`src/core/srre_cfg.svh`:
```
// Purpose: Constants for the return and rotate execution unit
// Assumes: Data addresses are 16 bits, program counter is 21 bits
// Notes:   Definitions only; included by bare name
`ifndef SRRE_CFG_SVH
`define SRRE_CFG_SVH

`define SRRE_PC_W        21
`define SRRE_ADDR_W      16
`define SRRE_Q1          2'h0
`define SRRE_Q2          2'h1
`define SRRE_Q3          2'h2
`define SRRE_Q4          2'h3
`define SRRE_RET_MASK    16'hFFFE
`define SRRE_RET_CODE    16'h0012
`define SRRE_ROT_CODE    6'h0D
`define SRRE_BIT_S       0
`define SRRE_BIT_A       8
`define SRRE_BIT_D       9
`define SRRE_ACCESS_LIM  95
`define SRRE_LOW_PAGE    8'h00
`define SRRE_SFR_PAGE    8'hFF
`define SRRE_FLAG_C      0
`define SRRE_FLAG_Z      2
`define SRRE_FLAG_N      4
`define SRRE_ROT_FLAGS   8'h15
`define SRRE_REG_CTRL    4'h0
`define SRRE_REG_STATE   4'h4
`define SRRE_CTRL_EXT    0
`define SRRE_RST_BYTE    8'h00
`define SRRE_RST_PC      21'h000000
`define SRRE_RST_WORD    32'h00000000

`endif

```
`src/core/srre_pkg.sv`:
```
// Purpose: Types for the return and rotate execution unit
// Assumes: srre_cfg.svh supplies widths
// Notes:   Shared by the core and the bench
`include "srre_cfg.svh"

package srre_pkg;

	// Instruction cycle: normal or the idle second cycle of a return
	typedef enum logic [0:0] {
		SRRE_CYC_EXEC = 1'b0,
		SRRE_CYC_RET2 = 1'b1
	} srre_cyc_t;

	// Instruction in flight
	typedef enum logic [1:0] {
		SRRE_OP_NONE = 2'b00,
		SRRE_OP_RET  = 2'b01,
		SRRE_OP_ROT  = 2'b10
	} srre_op_t;

	// Call shadow set presented by the call logic
	typedef struct packed {
		logic [7:0] work;
		logic [7:0] flags;
		logic [7:0] bank;
	} srre_shadow_t;

	// Data memory request, one-cycle strobes
	typedef struct packed {
		logic [`SRRE_ADDR_W-1:0] addr;
		logic                    rd;
		logic                    wr;
		logic [7:0]              wdata;
	} srre_mem_req_t;

	// Whole state of the unit
	typedef struct packed {
		logic [1:0]           phase;
		srre_cyc_t            cyc;
		srre_op_t             op;
		logic [15:0]          ir;
		logic [7:0]           result;
		logic                 carryNew;
		logic [`SRRE_PC_W-1:0] pc;
		logic [7:0]           work;
		logic [7:0]           flags;
		logic [7:0]           bank;
		srre_mem_req_t        mem;
		logic                 stackPop;
		logic                 extEn;
		logic                 busy;
		logic [31:0]          regRdata;
	} srre_state_t;

endpackage : srre_pkg

```
`src/core/srre_exec.sv`:
```
// Purpose: Executes subroutine return and rotate-left-through-carry
// Assumes: Each clk is one quarter phase; instrWord sampled in Q1
// Notes:   Register port: ctrl at 0x0, state readback at 0x4
//
// Function
// [RULE1] Return is word 0000_0000_0001_001s, s selects shadow restore
// [RULE2] Return pops the call stack and loads its top into pc
// [RULE3] With s=1, working, flag and bank registers take shadow copies
// [RULE4] With s=0, working, flag and bank registers are untouched
// [RULE5] Return leaves the pc latch registers alone; only pc changes
// [RULE6] Return alters no flags except by a whole-register restore
// [RULE7] Return takes one word, two cycles; pop in Q4, second cycle idle
// [RULE8] Rotate is 001101 then d, a and an 8-bit file address
// [RULE9] Rotate left through carry: bit 7 to carry, carry to bit 0
// [RULE10] d=0 writes working register, d=1 writes the file register
// [RULE11] a=0 uses the access bank, a=1 uses the bank select register
// [RULE12] a=0, extended set on, address up to 95: indexed literal offset
// [RULE13] Rotate updates carry, negative and zero, no other flags
// [RULE14] Rotate is one cycle: read Q2, process Q3, write Q4
// [RULE15] Negative is result bit 7, zero set when result is zero
`include "srre_cfg.svh"
`timescale 1ns/10ps
`default_nettype none

module srre_exec #(
	parameter int unsigned ACCESS_LIMIT = `SRRE_ACCESS_LIM
) (
	input  wire logic                         clk,
	input  wire logic                         rst_b,
	input  wire logic                         instrValid,
	input  wire logic [15:0]                  instrWord,
	input  wire logic [`SRRE_PC_W-1:0]        stackTopValue,
	input  wire srre_pkg::srre_shadow_t       callShadow,
	input  wire logic [`SRRE_ADDR_W-1:0]      indexBase,
	input  wire logic [7:0]                   memRdData,
	input  wire logic [3:0]                   regAddr,
	input  wire logic [31:0]                  regWrData,
	input  wire logic                         regWr,
	input  wire logic                         regRd,
	output logic [31:0]                       regRdData,
	output srre_pkg::srre_mem_req_t           memReq,
	output logic                              stackPop,
	output logic [`SRRE_PC_W-1:0]             pcOut,
	output logic [7:0]                        workingRegister,
	output logic [7:0]                        flagRegister,
	output logic [7:0]                        bankSelectRegister,
	output logic [1:0]                        quarterPhase,
	output logic                              busy
);

	// Refuse an access split that an 8-bit address cannot hold
	if (ACCESS_LIMIT > 255) begin : g_chk
		$error("ACCESS_LIMIT above 255");
	end

	srre_pkg::srre_state_t sQ;
	srre_pkg::srre_state_t sD;

	// Return decode
	function automatic logic isReturn(input logic [15:0] w);
		isReturn = (w & `SRRE_RET_MASK) == `SRRE_RET_CODE; // RULE1
	endfunction : isReturn

	// Rotate decode
	function automatic logic isRotate(input logic [15:0] w);
		isRotate = w[15:10] == `SRRE_ROT_CODE; // RULE8
	endfunction : isRotate

	// Data address of a file operand
	function automatic logic [`SRRE_ADDR_W-1:0] fileAddr(
		input logic [7:0]              f,
		input logic                    a,
		input logic                    ext,
		input logic [7:0]              bank,
		input logic [`SRRE_ADDR_W-1:0] base
	);
		logic low;
		low = f <= 8'(ACCESS_LIMIT);
		if (a)
			fileAddr = {bank, f}; // RULE11
		else if (ext && low)
			fileAddr = base + {8'h00, f}; // RULE12
		else if (low)
			fileAddr = {`SRRE_LOW_PAGE, f}; // RULE11
		else
			fileAddr = {`SRRE_SFR_PAGE, f};
	endfunction : fileAddr

	// Next state
	always_comb
	begin
		logic [7:0] res;
		res = {sQ.result};
		sD = sQ;
		sD.phase = sQ.phase + 2'h1;
		sD.mem.rd = 1'b0;
		sD.mem.wr = 1'b0;
		sD.stackPop = 1'b0;
		sD.regRdata = `SRRE_RST_WORD;
		case (sQ.phase)
			`SRRE_Q1:
			begin
				// Decode; a return's second cycle takes nothing
				if (sQ.cyc == srre_pkg::SRRE_CYC_EXEC && instrValid)
				begin
					sD.ir = instrWord;
					if (isReturn(instrWord))
					begin
						sD.op = srre_pkg::SRRE_OP_RET;
						sD.busy = 1'b1;
					end
					else if (isRotate(instrWord))
					begin
						sD.op = srre_pkg::SRRE_OP_ROT;
						sD.busy = 1'b1;
						sD.mem.rd = 1'b1; // RULE14
						sD.mem.addr = fileAddr(instrWord[7:0], instrWord[`SRRE_BIT_A],
							sQ.extEn, sQ.bank, indexBase);
					end
					else
						sD.op = srre_pkg::SRRE_OP_NONE;
				end
			end
			`SRRE_Q2:
			begin
				// Memory read in flight for a rotate
			end
			`SRRE_Q3:
			begin
				// Rotate through carry on the fetched byte
				if (sQ.op == srre_pkg::SRRE_OP_ROT)
				begin
					sD.result = {memRdData[6:0], sQ.flags[`SRRE_FLAG_C]}; // RULE9
					sD.carryNew = memRdData[7]; // RULE9
				end
			end
			`SRRE_Q4:
			begin
				if (sQ.op == srre_pkg::SRRE_OP_ROT)
				begin
					// Write destination and the three flags only
					if (sQ.ir[`SRRE_BIT_D])
					begin
						sD.mem.wr = 1'b1; // RULE10
						sD.mem.wdata = res;
					end
					else
						sD.work = res; // RULE10
					sD.flags[`SRRE_FLAG_C] = sQ.carryNew; // RULE13
					sD.flags[`SRRE_FLAG_N] = res[7]; // RULE15
					sD.flags[`SRRE_FLAG_Z] = res == `SRRE_RST_BYTE; // RULE15
					sD.busy = 1'b0; // RULE14
				end
				else if (sQ.op == srre_pkg::SRRE_OP_RET)
				begin
					// Pop into pc only; latches are not in this path
					sD.pc = stackTopValue; // RULE2 RULE5
					sD.stackPop = 1'b1; // RULE2
					sD.cyc = srre_pkg::SRRE_CYC_RET2; // RULE7
					if (sQ.ir[`SRRE_BIT_S])
					begin
						sD.work = callShadow.work; // RULE3
						sD.flags = callShadow.flags; // RULE3 RULE6
						sD.bank = callShadow.bank; // RULE3
					end
				end
				else if (sQ.cyc == srre_pkg::SRRE_CYC_RET2)
				begin
					sD.cyc = srre_pkg::SRRE_CYC_EXEC; // RULE7
					sD.busy = 1'b0;
				end
				sD.op = srre_pkg::SRRE_OP_NONE;
			end
			default:
			begin
				sD.phase = `SRRE_Q1;
			end
		endcase
		// Register port: ctrl write, read data one cycle later
		if (regWr && regAddr == `SRRE_REG_CTRL)
			sD.extEn = regWrData[`SRRE_CTRL_EXT];
		if (regRd)
		begin
			case (regAddr)
				`SRRE_REG_CTRL:  sD.regRdata = {31'h00000000, sQ.extEn};
				`SRRE_REG_STATE: sD.regRdata = {sQ.busy, 7'h00, sQ.bank, sQ.flags, sQ.work};
				default:         sD.regRdata = `SRRE_RST_WORD;
			endcase
		end
	end

	// State register
	always_ff @(posedge clk or negedge rst_b)
	begin
		if (!rst_b)
		begin
			sQ <= '0;
		end
		else
			sQ <= sD;
	end

	// Outputs straight from the state flops
	assign regRdData          = sQ.regRdata;
	assign memReq             = sQ.mem;
	assign stackPop           = sQ.stackPop;
	assign pcOut              = sQ.pc;
	assign workingRegister    = sQ.work;
	assign flagRegister       = sQ.flags;
	assign bankSelectRegister = sQ.bank;
	assign quarterPhase       = sQ.phase;
	assign busy               = sQ.busy;

	logic retQ4;
	logic rotQ1;
	assign retQ4 = sQ.phase == `SRRE_Q4 && sQ.op == srre_pkg::SRRE_OP_RET;
	assign rotQ1 = sQ.phase == `SRRE_Q1 && sQ.cyc == srre_pkg::SRRE_CYC_EXEC
		&& instrValid && isRotate(instrWord);
endmodule : srre_exec

`default_nettype wire

```
`config.mk`:
```
export PLATFORM = sky130hd
export DESIGN_NAME = srre_exec
export DESIGN_NICKNAME = d
export VERILOG_FILES = /design/src/core/srre_pkg.sv /design/src/core/srre_exec.sv
export VERILOG_INCLUDE_DIRS = /design/src /design/src/core
export SDC_FILE = /design/constraint.sdc
export NUM_CORES = 1
export LEC_CHECK = 0
export BUFFER_PORTS_ARGS = -buffer_cell sky130_fd_sc_hd__buf_2
export CORE_MARGIN = 5
export CORE_UTILIZATION = 40
export DETAILED_ROUTE_END_ITERATION = 10
export PLACE_DENSITY_LB_ADDON = 0.08
export RECOVER_POWER = 25
export SYNTH_ARGS = -nofsm -noshare
export SYNTH_HDL_FRONTEND = slang
export SYNTH_SLANG_ARGS = --single-unit
```
`constraint.sdc`:
```
create_clock -name clk -period 1.6 [get_ports clk]
set_input_delay 0.16 -clock clk [delete_from_list [all_inputs] [get_ports clk]]
set_output_delay 0.16 -clock clk [all_outputs]
set_load 0.05 [all_outputs]
```
==> results by group <==
STA
  • Final setup fails: 0
  • RSZ-0062 raised after global routing: true
  • Worst relative slew slack: 0.298
  • Pins Over Slew Limit: 0
  • Final Hold Vio Count: 0
  • Clk_skew: 0.00804 ns
  • Setup_tns: 0 ns
  • Slack of the critical path: between 0.015 and 0.02 ns
  • Slew at the pin with the worst max-slew slack: around 1.1 ns
  • Tcrit/Tclk final: 0.988
  • Crit path time final: 1.58 ns
  • Fin Hold WS: 0.0223 ns
  • Max Fclk: 633 MHz

Floorplanning
  • Die area: 17300 um2
  • Std-Cell Rows: 44
  • Initial core utilization: 0.407
  • Die X: 132 um
  • Die Span Y: 132 um
  • Core Area: 14500 um2
  • Top-Level Pins: 233

Placed design
  • IO buf count: about 190
  • Pre-CTS WS: -0.377 ns
  • Routability congestion estimate: 0.808
  • Placed inst area: 6770 um2
  • Final HPWL from detailed placement: roughly 11000 um

Finish
  • Synth-to-Final Area Change: 36.0%
  • Most frequent cells in the layout: buf_2 (193), dfrtp_1 (115), mux2_2 (55)
  • Layout cells sized above 1: 0.499
  • Commonest non-fill, non-tap cell in the layout: buf_2
  • Layout filler cell count: 1290
  • NumNets Final: 893
  • Post-route cell area: between 8000 and 9000 um2
  • Ant. Diodes: 0

Synthesis
  • Synth Flop Type: dfrtp_1
  • Mapped Area: roughly 5900 um2
  • #FFs+latches synth: ~120
  • EDFF count, synth: 0
  • Register area share after synthesis: 0.487
  • Mapped Cells: ~550
  • Ys async rst share: 1.00
  • Netlist cell types: 49
  • Average cell area after synthesis: around 11 um2
  • Ys Warns: 0

Detailed routing
  • DRT Pass-1 Iters: 4
  • Vias per cell: roughly 4.7
  • Wire per inst: about 15 um
  • Vias: 4440
  • Final wirelength: 14700 um
  • DRC viols: 0
  • Antenna Violating Nets Remaining: 0
  • Initial DRC Count: 248

GRT
  • Pin count of the biggest net entering global routing: 116
  • Total GRT Usage: 0.170
  • First-pass GRT wire length: 23800 um
  • Total grt overflow: 0
  • Initial antenna violation count: 0
  • Vias in the first global route: 4607

CTS
  • CTS Buf Count: 17
  • Clk Latency, worst-skew pair: ~0.41 ns
  • H-tree levels: 4
  • Maximum buffer depth of the clock tree: 2
  • Clock slew at reported path FFs: 0.05 ns
  • Root buffer cell: clkbuf_16
  • Clk sinks: about 120
  • CTS tree: built

Run
  • Maximum Capacitance Violations: 0

Worst setup path
  • CP Cell Sequence: inv_2 -> ha_4 -> nand3b_1 -> nand3b_4 -> nor2_4 -> buf_6 -> nand2_1 -> o21ai_1 -> o21ai_1
  • Max Fanout on Critical Path: 6
  • CP endpoint kind: flop
  • Crit-path slowest cell: dfrtp_1
  • Req. time, crit path: 1.89 ns
  • CP Class: flop to flop
  • CP most frequent cell: o21ai_1
  • CP peak stage delay: about 0.42 ns
  • Worst endpoint data arrival time: 1.87 ns
  • Worst setup SP type: flop
  • Register-to-register setup slack: 0.02 ns

Power and ir drop
  • Leakage: about 4.0 nW
  • Peak VDD IR: 0.700 mV
  • PwrDens: 1030 nW/um2

Hold path
  • HP Class: input pin to flop

Status
  • Status: complete, no violations
[layer usage]
| metal | global-route usage | routed length [um] |
|---|---|---|
| met5 | 0 | 0 |
| met4 | 0.0686 | 250 |
| met3 | 0.0528 | 869 |
| met1 | 0.220 | 6600 |
| met2 | 0.265 | 6980 |
[cell type report]
type	instances	area, um2	share of cell area
inverters	10	45.0	0.00560
clock inverters	11	103	0.0128
clock buffers	21	480	0.0597
repair inverters	1	6.26	0.000778
well taps	184	230	0.0286
flip-flops and latches	115	2880	0.358
repair buffers	300	1990	0.248
multi-input cells	307	2310	0.287
[cell families (layout without fill, tap and decap cells)]
group	after synthesis	after routing	share of synthesized area
compound gates	79	79	0.0855
xor+xnor	7	7	0.0104
fa+ha+maj	15	15	0.0330
buf+inv	131	343	0.153
flops	115	115	0.487
mux	58	58	0.110
other cells	1	7	0.000634
simple gates	141	141	0.121
[worst paths after layout]
check / startpoint / cells past startpoint / end
worst max-delay path: quarterPhase[1] / 9 / memReq[21]
worst min-delay path: callShadow[1] / 2 / bankSelectRegister[1]
worst max register to register: quarterPhase[1] / 9 / memReq[21]
worst min register to register: memReq[17] / 2 / memReq[17]
max in group asynchronous: rst_b / 3 / regRdData[3]
min in group asynchronous: rst_b / 3 / memReq[6]
[what timing repair did]
action                                 CTS  global route
setup endpoints to repair               34            59
endpoints found under the hold margin  159             0
hold buffers                            45             0
setup buffers                            0             8
pin swaps                                0            13
gates cloned                             0             3
gates resized for setup                  4            39
[through the flow]
stage                      util  power (mW)  instances
after floorplan               -        4.28        553
after CTS                 0.538        8.37        938
final                     0.553        8.28        949
after global placement    0.466        4.58        861
after detailed placement  0.466        4.59        861
after global routing      0.553        8.65        949
[cell usage after synthesis, types with 2 or more instances]
| cell type | n | area (um2) |
|---|---|---|
| nand2b_1 | 5 | 31.3 |
| a22oi_1 | 10 | 75.1 |
| dfrtp_1 | 115 | 2880 |
| xnor2_1 | 5 | 43.8 |
| nor4b_1 | 2 | 17.5 |
| o31ai_1 | 2 | 15.0 |
| inv_1 | 9 | 33.8 |
| a31oi_1 | 7 | 43.8 |
| o21a_1 | 2 | 15.0 |
| a21boi_1 | 2 | 15.0 |
| xor2_1 | 2 | 17.5 |
| nand2_1 | 40 | 150 |
| nor4_1 | 2 | 12.5 |
| nand3b_1 | 2 | 15.0 |
| clkbuf_1 | 6 | 22.5 |
| nand4_1 | 2 | 12.5 |
| mux2i_1 | 3 | 30.0 |
| o21ai_1 | 3 | 15.0 |
| nor2b_1 | 4 | 25.0 |
| o22ai_1 | 2 | 12.5 |
| a21oi_1 | 24 | 120 |
| nor2_1 | 29 | 109 |
| a211o_1 | 2 | 17.5 |
| buf_4 | 107 | 803 |
| buf_2 | 8 | 40.0 |
| and3_2 | 2 | 15.0 |
| nor3b_1 | 3 | 22.5 |
| and2_1 | 25 | 156 |
| mux2_2 | 55 | 619 |
| a21oi_2 | 2 | 17.5 |
| nand3_1 | 10 | 50.1 |
| o21ai_0 | 13 | 65.1 |
| nor3_1 | 8 | 40.0 |
| a21o_1 | 3 | 22.5 |
| ha_1 | 14 | 175 |
| and3_1 | 4 | 25.0 |
[state kept, by name, summed over array words and instances (netlist names), 2 cells and up]
name and cells:
bankSelectRegister 8, flagRegister 8, memReq 26, pcOut 21, quarterPhase 2, regRdData 25, sQ 15, workingRegister 8
[critical path: cells and delay by family (launching register included)]
kind / cells / cell delay [ns]
flip-flops: 1 / 0.42
AND/OR/NAND/NOR: 4 / 0.56
buffers and inverters: 2 / 0.22
adder cells (fa/ha/maj): 1 / 0.13
AO/OA/AOI/OAI: 2 / 0.14
[where the power goes]
group | internal [mW] | switching (mW) | leakage [nW] | total [mW]
clock network | 2.30 | 1.34 | 0.281 | 3.64
logic | 0.505 | 0.928 | 2.31 | 1.43
registers | 3.08 | 0.125 | 1.44 | 3.20
Note: power is estimated with default switching activity, not from simulation.
